$ cat src/verilog/regctl_pkg.sv
package regctl_pkg;

	// ----------------------------------------------------------------
	// Register map
	// ----------------------------------------------------------------
	localparam logic [7:0] ADDR_REG1 = 8'h01;
	localparam logic [7:0] ADDR_BUCK1 = 8'h06;
	localparam logic [7:0] ADDR_BUCK2 = 8'h07;
	localparam logic [7:0] ADDR_ENABLES = 8'h08;
	localparam logic [7:0] ADDR_DISCHARGE = 8'h09;
	localparam logic [7:0] ADDR_STATUS = 8'h0a;
	localparam int CFG_COUNT = 9;
	localparam logic [3:0] IDX_BUCK1 = 4'h5;
	localparam logic [3:0] IDX_BUCK2 = 4'h6;
	localparam logic [3:0] IDX_ENABLES = 4'h7;
	localparam logic [3:0] IDX_DISCHARGE = 4'h8;

	// ----------------------------------------------------------------
	// Field layout
	// ----------------------------------------------------------------
	localparam int DELAY_HI = 7;
	localparam int DELAY_LO = 5;
	localparam int CODE_HI = 4;
	localparam int FORCE_PWM_BIT = 4;
	localparam int SLEEP_BIT = 6;
	localparam int SELECT_BIT = 7;
	localparam int KEEP_BIT = 7;
	localparam int RAILS = 6;
	localparam int SWITCHER_RAIL = 5;
	localparam int LOW_TABLE_RAIL = 3;
	localparam logic [2:0] DELAY_NONE = 3'h0;
	localparam logic [2:0] DELAY_NO_START = 3'h7;
	localparam logic [2:0] LAST_STEP = 3'h6;

	// Reset values of the configuration bytes, addresses 0x01 to 0x09.
	localparam logic [CFG_COUNT-1:0][7:0] CFG_DEFAULT = {
		8'h3f, 8'h8f, 8'h05, 8'he5, 8'hff, 8'h63, 8'h6c, 8'h75, 8'h7d};
	// Writable bits; the others are reserved and read as zero.
	localparam logic [CFG_COUNT-1:0][7:0] CFG_WMASK = {
		8'hbf, 8'hff, 8'h1f, 8'hff, 8'hff, 8'hff, 8'hff, 8'hff, 8'hff};

	// ----------------------------------------------------------------
	// Synchronised pin bits
	// ----------------------------------------------------------------
	localparam int PIN_EN = 4;
	localparam int PIN_VSEL = 3;
	localparam int PIN_HOT = 2;
	localparam int PIN_COOL = 1;
	localparam int PIN_WARN = 0;

	// ----------------------------------------------------------------
	// Timing
	// ----------------------------------------------------------------
	localparam int CLK_MHZ = 50;
	localparam int STEP_SHORT_US = 25;
	localparam int STEP_LONG_US = 50;
	localparam logic [11:0] STEP_SHORT_CYC = 12'(STEP_SHORT_US * CLK_MHZ);
	localparam logic [11:0] STEP_LONG_CYC = 12'(STEP_LONG_US * CLK_MHZ);

	// ----------------------------------------------------------------
	// Voltage tables, in units of 10 mV
	// ----------------------------------------------------------------
	localparam logic [8:0] MAIN_TABLE [32] = '{
		9'h078, 9'h07d, 9'h082, 9'h087, 9'h08c, 9'h091, 9'h096, 9'h09b,
		9'h0a0, 9'h0a5, 9'h0aa, 9'h0af, 9'h0b4, 9'h0b9, 9'h0be, 9'h0c8,
		9'h0d2, 9'h0dc, 9'h0e6, 9'h0f0, 9'h0fa, 9'h104, 9'h109, 9'h10e,
		9'h113, 9'h118, 9'h11d, 9'h122, 9'h127, 9'h12c, 9'h136, 9'h14a};
	localparam logic [8:0] LOW_TABLE [32] = '{
		9'h050, 9'h055, 9'h05a, 9'h064, 9'h06e, 9'h078, 9'h07d, 9'h082,
		9'h087, 9'h08c, 9'h091, 9'h096, 9'h09b, 9'h0a0, 9'h0a5, 9'h0aa,
		9'h0af, 9'h0b4, 9'h0b9, 9'h0be, 9'h0c8, 9'h0d2, 9'h0dc, 9'h0e6,
		9'h0f0, 9'h0fa, 9'h104, 9'h109, 9'h10e, 9'h113, 9'h118, 9'h11d};
	localparam logic [8:0] SWITCHER_BASE = 9'h04b;
	localparam logic [8:0] SWITCHER_STEP = 9'h005;
	localparam logic [4:0] SWITCHER_EXT_CODE = 5'h00;

	// ----------------------------------------------------------------
	// Types
	// ----------------------------------------------------------------
	typedef enum logic [1:0] {TBL_MAIN, TBL_LOW, TBL_SWITCHER} table_e;
	typedef enum logic [1:0] {ST_STANDBY, ST_STARTUP, ST_IDLE, ST_OVERHEAT} power_e;

endpackage : regctl_pkg

$ cat src/verilog/voltage_if.sv
`timescale 1ns/1ns
interface voltage_if;
	logic [4:0] code;
	regctl_pkg::table_e table_sel;
	logic [8:0] level;
	logic external;
	modport src (output code, output table_sel, input level, input external);
	modport dec (input code, input table_sel, output level, output external);
endinterface : voltage_if
$ cat src/verilog/regulator_control_registers.sv
`timescale 1ns/1ns
// Notes on behaviour
// Outputs one, two, three, five decode 5-bit codes 1.20V to 3.30V.
// Output four decodes its code on a separate 0.80V to 2.85V table.
// Switcher codes step 50 mV from 0.80V; code zero selects external divider.
// Delay 000 none, 001-110 that many steps, 111 never started.
// Host should clear the enable bit of any never-started output.
// Force bit 1 means fixed pulse-width; 0 means automatic mode choice.
// In standby, enable bits choose which outputs the next startup turns on.
// In idle, enable bit writes switch outputs on or off at once.
// Software sleep bit acts only while sleep pin control is off.
// Software select bit picks code a or b only without pin control.
// Each output and the switcher have their own discharge bit.
// After overheat and cooling, startup restarts itself if enable pin high.
// Keep bit 0 restores defaults before that restart; 1 keeps contents.
// Status register shows overheat shutdown; writes to it do nothing.
// Status register shows overheat warning while above its threshold.
// Startup time step is 25 us when short step set, else 50 us.
// With pin select, high pin picks code a, low pin picks code b.
// With pin sleep, high select pin means normal, low means sleep.
module regulator_control_registers (
	input wire logic clk_sys,
	input wire logic arst_n,
	input wire logic [7:0] reg_addr,
	input wire logic reg_wr,
	input wire logic [7:0] reg_wdata,
	output logic [7:0] reg_rdata,
	input wire logic enable_pin,
	input wire logic voltage_select_pin,
	input wire logic overheat_pin,
	input wire logic cooled_pin,
	input wire logic warning_pin,
	input wire logic sleep_by_pin,
	input wire logic voltage_select_by_pin,
	input wire logic short_step_select,
	output logic [5:0] rail_on,
	output logic [5:0] rail_discharge,
	output logic [5:0][8:0] rail_level,
	output logic force_pwm,
	output logic [4:0] switcher_code,
	output logic switcher_external,
	output logic sleep_active,
	output logic overheat_shutdown_flag,
	output logic overheat_warning_flag
);

	// ----------------------------------------------------------------
	// Reset release
	// ----------------------------------------------------------------
	logic [1:0] rst_sync_ff;
	logic rst_n;

	always_ff @(posedge clk_sys or negedge arst_n) begin
		if (!arst_n) begin
			rst_sync_ff <= 2'h0;
		end else begin
			rst_sync_ff <= {rst_sync_ff[0], 1'b1};
		end
	end
	assign rst_n = rst_sync_ff[1];

	// ----------------------------------------------------------------
	// State
	// ----------------------------------------------------------------
	typedef struct packed {
		logic [regctl_pkg::CFG_COUNT-1:0][7:0] cfg;
		regctl_pkg::power_e st;
		logic [2:0] step;
		logic [11:0] tick;
		logic [4:0] pin_meta;
		logic [4:0] pin_sync;
		logic [7:0] rdata;
	} state_s;

	state_s cur_ff;
	state_s nxt_ff;
	logic [3:0] wr_idx;
	logic cfg_hit;
	logic restart_now;
	logic [11:0] step_cyc;
	logic [5:0] never_start;
	logic [5:0] too_early;
	logic [5:0] rail_en;
	logic select_a;

	always_comb begin
		nxt_ff = cur_ff;
		wr_idx = 4'(reg_addr - regctl_pkg::ADDR_REG1);
		cfg_hit = (reg_addr >= regctl_pkg::ADDR_REG1) && (reg_addr <= regctl_pkg::ADDR_DISCHARGE);
		step_cyc = short_step_select ? regctl_pkg::STEP_SHORT_CYC
			: regctl_pkg::STEP_LONG_CYC;
		rail_en = cur_ff.cfg[regctl_pkg::IDX_ENABLES][5:0];
		restart_now = 1'b0;
		nxt_ff.pin_meta = {enable_pin, voltage_select_pin, overheat_pin, cooled_pin, warning_pin};
		nxt_ff.pin_sync = cur_ff.pin_meta;

		// Writes to the status address fall outside the window and are dropped.
		if (reg_wr && cfg_hit) begin
			nxt_ff.cfg[wr_idx] = reg_wdata & regctl_pkg::CFG_WMASK[wr_idx];
		end

		if (cur_ff.pin_sync[regctl_pkg::PIN_HOT]) begin
			nxt_ff.st = regctl_pkg::ST_OVERHEAT;
		end else begin
			unique case (cur_ff.st)
				regctl_pkg::ST_STANDBY: begin
					if (cur_ff.pin_sync[regctl_pkg::PIN_EN]) begin
						nxt_ff.st = regctl_pkg::ST_STARTUP;
						nxt_ff.step = 3'h0;
						nxt_ff.tick = 12'h000;
					end
				end
				regctl_pkg::ST_STARTUP: begin
					if (!cur_ff.pin_sync[regctl_pkg::PIN_EN]) begin
						nxt_ff.st = regctl_pkg::ST_STANDBY;
					end else if (cur_ff.tick >= step_cyc - 12'h001) begin
						nxt_ff.tick = 12'h000;
						if (cur_ff.step == regctl_pkg::LAST_STEP) begin
							nxt_ff.st = regctl_pkg::ST_IDLE;
						end else begin
							nxt_ff.step = cur_ff.step + 3'h1;
						end
					end else begin
						nxt_ff.tick = cur_ff.tick + 12'h001;
					end
				end
				regctl_pkg::ST_IDLE: begin
					if (!cur_ff.pin_sync[regctl_pkg::PIN_EN]) begin
						nxt_ff.st = regctl_pkg::ST_STANDBY;
					end
				end
				regctl_pkg::ST_OVERHEAT: begin
					if (cur_ff.pin_sync[regctl_pkg::PIN_COOL]) begin
						if (cur_ff.pin_sync[regctl_pkg::PIN_EN]) begin
							restart_now = 1'b1;
							nxt_ff.st = regctl_pkg::ST_STARTUP;
							nxt_ff.step = 3'h0;
							nxt_ff.tick = 12'h000;
							if (!cur_ff.cfg[regctl_pkg::IDX_DISCHARGE][regctl_pkg::KEEP_BIT]) begin
								nxt_ff.cfg = regctl_pkg::CFG_DEFAULT;
							end
						end else begin
							nxt_ff.st = regctl_pkg::ST_STANDBY;
						end
					end
				end
			endcase
		end

		// Per-rail startup placement; rail 5 is the switcher in byte 0x06.
		for (int i = 0; i < regctl_pkg::RAILS; i++) begin
			never_start[i] = cur_ff.cfg[i][regctl_pkg::DELAY_HI:regctl_pkg::DELAY_LO]
				== regctl_pkg::DELAY_NO_START;
			too_early[i] = cur_ff.step
				< cur_ff.cfg[i][regctl_pkg::DELAY_HI:regctl_pkg::DELAY_LO];
		end

		if (cfg_hit) begin
			nxt_ff.rdata = cur_ff.cfg[wr_idx];
		end else if (reg_addr == regctl_pkg::ADDR_STATUS) begin
			nxt_ff.rdata = {6'h00, cur_ff.st == regctl_pkg::ST_OVERHEAT,
				cur_ff.pin_sync[regctl_pkg::PIN_WARN]};
		end else begin
			nxt_ff.rdata = 8'h00;
		end
	end

	always_ff @(posedge clk_sys or negedge rst_n) begin
		if (!rst_n) begin
			cur_ff <= '{cfg: regctl_pkg::CFG_DEFAULT, st: regctl_pkg::ST_STANDBY,
				step: 3'h0, tick: 12'h000, pin_meta: 5'h00, pin_sync: 5'h00, rdata: 8'h00};
		end else begin
			cur_ff <= nxt_ff;
		end
	end

	// ----------------------------------------------------------------
	// Outputs
	// ----------------------------------------------------------------
	always_comb begin
		unique case (cur_ff.st)
			regctl_pkg::ST_STARTUP: rail_on = rail_en & ~never_start & ~too_early;
			regctl_pkg::ST_IDLE: rail_on = rail_en;
			default: rail_on = 6'h00;
		endcase
	end

	assign select_a = voltage_select_by_pin ? cur_ff.pin_sync[regctl_pkg::PIN_VSEL]
		: cur_ff.cfg[regctl_pkg::IDX_ENABLES][regctl_pkg::SELECT_BIT];
	assign switcher_code = select_a ? cur_ff.cfg[regctl_pkg::IDX_BUCK1][regctl_pkg::CODE_HI:0]
		: cur_ff.cfg[regctl_pkg::IDX_BUCK2][regctl_pkg::CODE_HI:0];
	assign sleep_active = (cur_ff.st == regctl_pkg::ST_IDLE) && (sleep_by_pin
		? !cur_ff.pin_sync[regctl_pkg::PIN_VSEL]
		: cur_ff.cfg[regctl_pkg::IDX_ENABLES][regctl_pkg::SLEEP_BIT]);
	assign force_pwm = cur_ff.cfg[regctl_pkg::IDX_BUCK2][regctl_pkg::FORCE_PWM_BIT];
	assign rail_discharge = cur_ff.cfg[regctl_pkg::IDX_DISCHARGE][5:0];
	assign overheat_shutdown_flag = (cur_ff.st == regctl_pkg::ST_OVERHEAT);
	assign overheat_warning_flag = cur_ff.pin_sync[regctl_pkg::PIN_WARN];
	assign reg_rdata = cur_ff.rdata;

	// ----------------------------------------------------------------
	// Voltage decoders
	// ----------------------------------------------------------------
	for (genvar g = 0; g < regctl_pkg::RAILS; g++) begin : g_rail
		voltage_if vif();
		if (g == regctl_pkg::SWITCHER_RAIL) begin : g_sw
			assign vif.code = switcher_code;
			assign vif.table_sel = regctl_pkg::TBL_SWITCHER;
			assign switcher_external = vif.external;
		end else begin : g_ldo
			assign vif.code = cur_ff.cfg[g][regctl_pkg::CODE_HI:0];
			assign vif.table_sel = (g == regctl_pkg::LOW_TABLE_RAIL)
				? regctl_pkg::TBL_LOW : regctl_pkg::TBL_MAIN;
		end
		assign rail_level[g] = vif.level;
		voltage_decode u_dec (
			.clk_sys(clk_sys),
			.rst_n(rst_n),
			.vif(vif)
		);
	end
endmodule : regulator_control_registers

$ cat src/verilog/voltage_decode.sv
`timescale 1ns/1ns
module voltage_decode (
	input wire logic clk_sys,
	input wire logic rst_n,
	voltage_if.dec vif
);

	always_comb begin
		vif.external = 1'b0;
		unique case (vif.table_sel)
			regctl_pkg::TBL_MAIN: begin
				vif.level = regctl_pkg::MAIN_TABLE[vif.code];
			end
			regctl_pkg::TBL_LOW: begin
				vif.level = regctl_pkg::LOW_TABLE[vif.code];
			end
			regctl_pkg::TBL_SWITCHER: begin
				vif.external = (vif.code == regctl_pkg::SWITCHER_EXT_CODE);
				vif.level = vif.external ? 9'h000 : 9'(regctl_pkg::SWITCHER_BASE
					+ regctl_pkg::SWITCHER_STEP * {4'h0, vif.code});
			end
			default: begin
				vif.level = 9'h000;
			end
		endcase
	end
endmodule : voltage_decode

$ cat config.mk
export PLATFORM = sky130hd
export DESIGN_NAME = regulator_control_registers
export DESIGN_NICKNAME = d
export VERILOG_FILES = /design/src/verilog/regctl_pkg.sv /design/src/verilog/voltage_if.sv /design/src/verilog/regulator_control_registers.sv /design/src/verilog/voltage_decode.sv
export SDC_FILE = /design/constraint.sdc
export NUM_CORES = 1
export LEC_CHECK = 0
export ABC_AREA = 1
export BUFFER_PORTS_ARGS = -buffer_cell sky130_fd_sc_hd__clkbuf_2
export CORE_ASPECT_RATIO = 0.7
export CORE_MARGIN = 3
export CORE_UTILIZATION = 50
export CTS_BUF_LIST = sky130_fd_sc_hd__clkbuf_4 sky130_fd_sc_hd__clkbuf_8
export DETAILED_ROUTE_END_ITERATION = 8
export PLACE_DENSITY = 0.8
export SETUP_SLACK_MARGIN = 0.5
export SLEW_MARGIN = 10
export SYNTH_ARGS = -nofsm -noshare
export SYNTH_HDL_FRONTEND = slang
export SYNTH_SLANG_ARGS = --single-unit
$ cat constraint.sdc
create_clock -name clk_sys -period 4 [get_ports clk_sys]
set_clock_uncertainty 0.2 [all_clocks]
set_input_delay 0.6 -clock clk_sys [delete_from_list [all_inputs] [get_ports clk_sys]]
set_output_delay 0.6 -clock clk_sys [all_outputs]
set_load 0.01 [all_outputs]
======== Yosys cells after proc, flatten, opt, wreduce, memory -nomap -nowiden ========
Memories as Yosys holds them, arrays and structs flattened.
Index checks and enable logic that the tools add are counted.
operators by class
  reductions and logical operators ........ 11
  muxes and demuxes ....................... 43
  eq/ne operators ......................... 22
  bitwise operators ....................... 11
  multiply operators ...................... 1
  magnitude comparators ................... 16
  add/sub/neg operators ................... 5
operator list
  cell                   number
  $mux 72                5
  $mux 9                 11
  $mux 89                1
  $bwmux 72              1
  $pmux 15 s3            1
  $bmux 8 s4             1
  $demux 8 s4            1
  $mux 8                 4
  $ge 6x6->1 const B     5
  $mux 15                2
  $not 5->6              5
  $mux 12                2
  $eq 3x3->1 const B     7
  $lt 3x3->1             6
  $mux 17                1
  $add 12x1->12 const B  1
  $and 6x6->6            2
  $ge 12x12->1           1
  $not 6->6              2
  $pmux 6 s2             1
  $sub 12x1->12 const B  1
  $mux 2                 5
  $mux 5                 2
  $add 7x8->9 const A    1
  other kinds (28)       40
word-level totals
  output and inout bits ................... 84
  memory bits (read-only) ................. 1568
  register bits ........................... 109
  memories kept ........................... 6
memory list
  memory            depth  width  read ports  clocked after memory_dff  write ports  RTL line                           source
  (name not given)  32     9      1           0                         0            voltage_decode.sv:12               vif.level = regctl_pkg::MAIN_TABLE[vif.code];
  (name not given)  32     9      1           0                         0            voltage_decode.sv:15               vif.level = regctl_pkg::LOW_TABLE[vif.code];
  (name not given)  32     9      1           0                         0            voltage_decode.sv:12
  (name not given)  32     9      1           0                         0            voltage_decode.sv:12
  (name not given)  32     9      1           0                         0            voltage_decode.sv:12
  (name not given)  16     8      1           0                         0            regulator_control_registers.sv:99  nxt_ff.cfg[wr_idx] = reg_wdata & regctl_pkg::CFG_WMASK[wr_idx];

======== Depth between registers and ports, before layout ========
  word-level depth ........................ 12
  depth in mapped cells ................... 20

======== Hierarchy ========
Synthesis repeated with hierarchy kept, for this count alone.
unflattened totals
  cells, all modules ...................... 2311
  area total of the unflattened synthesis .. 13973.4 um2
modules (own cells, without submodules)
  module                                 cells an instance  area an instance (um2)  times used
  regulator_control_registers            851                6378.6                  1
  voltage_decode at g_rail[2].u_dec ...  241                1267.5                  2
  voltage_decode at g_rail[5].u_dec      248                1327.5                  1
  voltage_decode at g_rail[1].u_dec      252                1272.5                  1
  voltage_decode at g_rail[0].u_dec      241                1244.9                  1
  voltage_decode at g_rail[4].u_dec      237                1214.9                  1

======== Worst setup path before layout ========
No wires, ideal clock.
  kind .................................... input port to output port
  start ................................... in voltage_select_by_pin
  end ..................................... out rail_level[50] (netlist name)
  stages on the path ...................... 12
  slack ................................... 0.596 ns
  buffers on the path ..................... 0
  data required time ...................... 3.200 ns
  arrival ................................. 2.604 ns
  path through ............................ inv_1 -> nand2_1 -> nand2_1 -> o21ai_1 -> inv_1 -> ha_1 -> ha_1 -> ha_1 -> inv_1 -> o21ai_0 -> xor2_1 -> nor2_1
RTL lines
  what                RTL line                           source
  start: declaration  regulator_control_registers.sv:34  input wire logic voltage_select_by_pin,
  end: declaration    regulator_control_registers.sv:38  output logic [5:0][8:0] rail_level,

==> metrics.txt <==
Pre-antenna DRT Iters 6; top-area cell type share of the netlist area 18.3%; final cell utilization of the core 58.9%; Slew headroom 47.2%; R2R setup slack 1.30 ns; Max clock buf depth 2; initial DRC count 1,024; first-pass GRT wire length 40,400 um; Sequential Power Share 40.3%; clock latency on the worst-skew pair about 0.4 ns; post-synthesis sequential area ratio 31.7%; Worst Max-Slew Pin Slew 0.792 ns; Netlist cell types 46; largest net degree at the start of global routing 51; DR top layer met4; WP data required roughly 3.2 ns; Syn Inst Count 1,276; unrepaired setup endpoints after global routing true; Reg clk slew, reported paths roughly 0.12 ns; worst vdd ir 0.000242 V; EDFF count, synth 0; max_cap viols 0; CTS H-tree depth 3; Final period util 92.6%; met3 routed WL 2690 um; CORE AREA 16,700 um2; commonest non-fill, non-tap cells in the layout nand2_1 (291), nor2_1 (146), nand3_1 (124); gr ovfl total 0; synthesized cell area just under 9000 um2; CP bufs+invs 6; most used cell along the critical path nand2_2; boundary pin count 111; nets@finish 1,460; routed wire length 25,200 um; Worst path max stage delay 0.56 ns; Final Max Tran Viols 0; via count 8,854; antenna diode count 0; HPWL after DPL 18,500 um; share of cells above drive strength 1 20.3%; most common flop cell mapped by yosys dfrtp_1; LEAKAGE 5.23 nW; initial antenna violation count 0; Warnings, synthesis 0; outcome finished, final reports clean; vias in the first global route approximately 7,900; Sw Pwr roughly 0.0014 W; Min Clock Period, post-route 3.70 ns; starting density of the core 52.4%; Avg Inst Size Synth 6.87 um2; post-route ant nets 0; # fillers 1,552; Hold Crit Class in -> reg; top post-synthesis cells by area dfrtp_1 (18%), dfstp_2 (13%), nand2_1 (13%); Crit path max-delay family simple AND/OR/NAND/NOR gates; Final TNS setup 0 ns; commonest non-fill, non-tap cell in the layout nand2_1; Die Ht about 120 um; critical-path maximum fanout 6; Peak Freq 0.270 GHz; WL/cell 15.9 um; Async SR Flop Fraction 100%; Multi-input gate area 5310 um2; Die ar. around 19,000 um2; CTS tree built; CTS root buf clkbuf_8; Register Area 2790 um2; pwr/cell area 345 nW/um2; CP max-delay cell dfstp_2; clk sinks 109; worst setup path class reg -> out; WL met2 10,200 um; via-per-instance ratio 5.58; chip width 164 um; gr usage total 26.2%; total power 0.00340 W; startpoint types register; critical path capture point type primary output; Syn Nets 1,378; Pint 0.00195 W; I/O Buffers 110; power share of the clock group 20.3%; WHS 0.0982 ns; Num CTS Buffers 9; DRC 0; Final setup violation count 0; Hold Fails Final Rpt 0; register bit count reported by yosys 109; met1 WL about 12,000 um; Layout area overhead 12.3%; gpl congestion between 0.9 and 1; crit path cell chain nand2_2 -> nand2_4 -> buf_8 -> o21ai_4 -> inv_4 -> ha_4 -> inv_2 -> fa_2 -> inv_4 -> nand2_2 -> nand2_2 -> nand2_2 -> nand2_1 -> nand2_2 -> nand2_2 -> nand2_1 -> nand2_1 -> nand2_1 -> inv_2 -> buf_6; switch share 42.6%; combinational share of power 39.4%; row cnt 39; largest area contributor in the netlist dfrtp_1; CP arrival 2.90 ns
through the flow:
step | setup slack (ns) | instances | instance area (um2)
final | 0.295 | 1588 | 9850
after global routing | 0.150 | 1588 | 9850
after CTS | 0.324 | 1583 | 9750
after detailed placement | 0.132 | 1559 | 9350
after global placement | 0.233 | 1559 | 9350
after floorplan | 0.596 | 1276 | 8770
registers in the layout (all words and copies together), names as in the netlist:
name / flops
force_pwm: 1
overheat_warning_flag: 1
rail_discharge: 6
reg_rdata: 8
cur_ff: 91
rst_sync_ff: 2
what timing repair did:
item / CTS / global route
setup buffers: 7 / 5
setup endpoints to repair: 7 / 6
hold buffers: 1 / 0
hold endpoints to repair: 2 / 0
gates resized for setup: 40 / 23
pin swaps: 11 / 15
synthesized netlist by cell type, types with 7 or more instances:
cell type	n
nor3_1	17
o21ai_1	7
inv_2	8
nor2_1	147
or2_2	7
nand3_1	125
nand2_1	302
a21oi_1	93
buf_4	15
clkbuf_1	26
dfrtp_1	64
o21ai_0	102
dfstp_2	45
buf_2	13
nor2_2	7
o211ai_1	16
ha_1	73
inv_1	132
per-layer routing:
metal	track usage, %	vias to the layer above
met5	0	-
met4	5.75	0
met3	6.51	38
met2	36.7	417
met1	40.4	4062
li1	-	4337
layout make-up:
class | instances | share of cell area, %
multi-input combinational | 963 | 53.9
tap | 225 | 2.86
timing repair buffer | 131 | 7.39
clock inverter | 7 | 0.749
clock buffer | 9 | 1.26
sequential | 109 | 28.3
inverter | 144 | 5.54
power groups by stage:
stage / registers (W) / logic (W) / clock network, W
after floorplan: 0.00133 / 0.000883 / 0
after global placement: 0.00138 / 0.00122 / 0
after detailed placement: 0.00138 / 0.00125 / 0
after CTS: 0.00137 / 0.00130 / 0.000698
after global routing: 0.00139 / 0.00150 / 0.000744
final: 0.00137 / 0.00134 / 0.000691
final timing paths:
check,startpoint,end,depth (start not counted)
max in group asynchronous,rst_sync_ff[1],cur_ff[81],1
hold reg to reg,rst_sync_ff[1],cur_ff[12],0
hold / removal,enable_pin,cur_ff[17],1
setup reg to reg,cur_ff[34],cur_ff[30],9
setup / recovery,cur_ff[98],rail_level[53],20
min in group asynchronous,rst_sync_ff[1],cur_ff[12],0
cell families after synthesis:
family	count (synthesis)	share of synthesized area [%]
simple gates	629	30.9
compound gates	252	16.1
buf+inv	204	9.73
flops	109	31.7
fa+ha+maj	75	10.9
xor+xnor	6	0.599
other cells	1	0.0428
No activity file was read; power rests on OpenSTA's default activity.
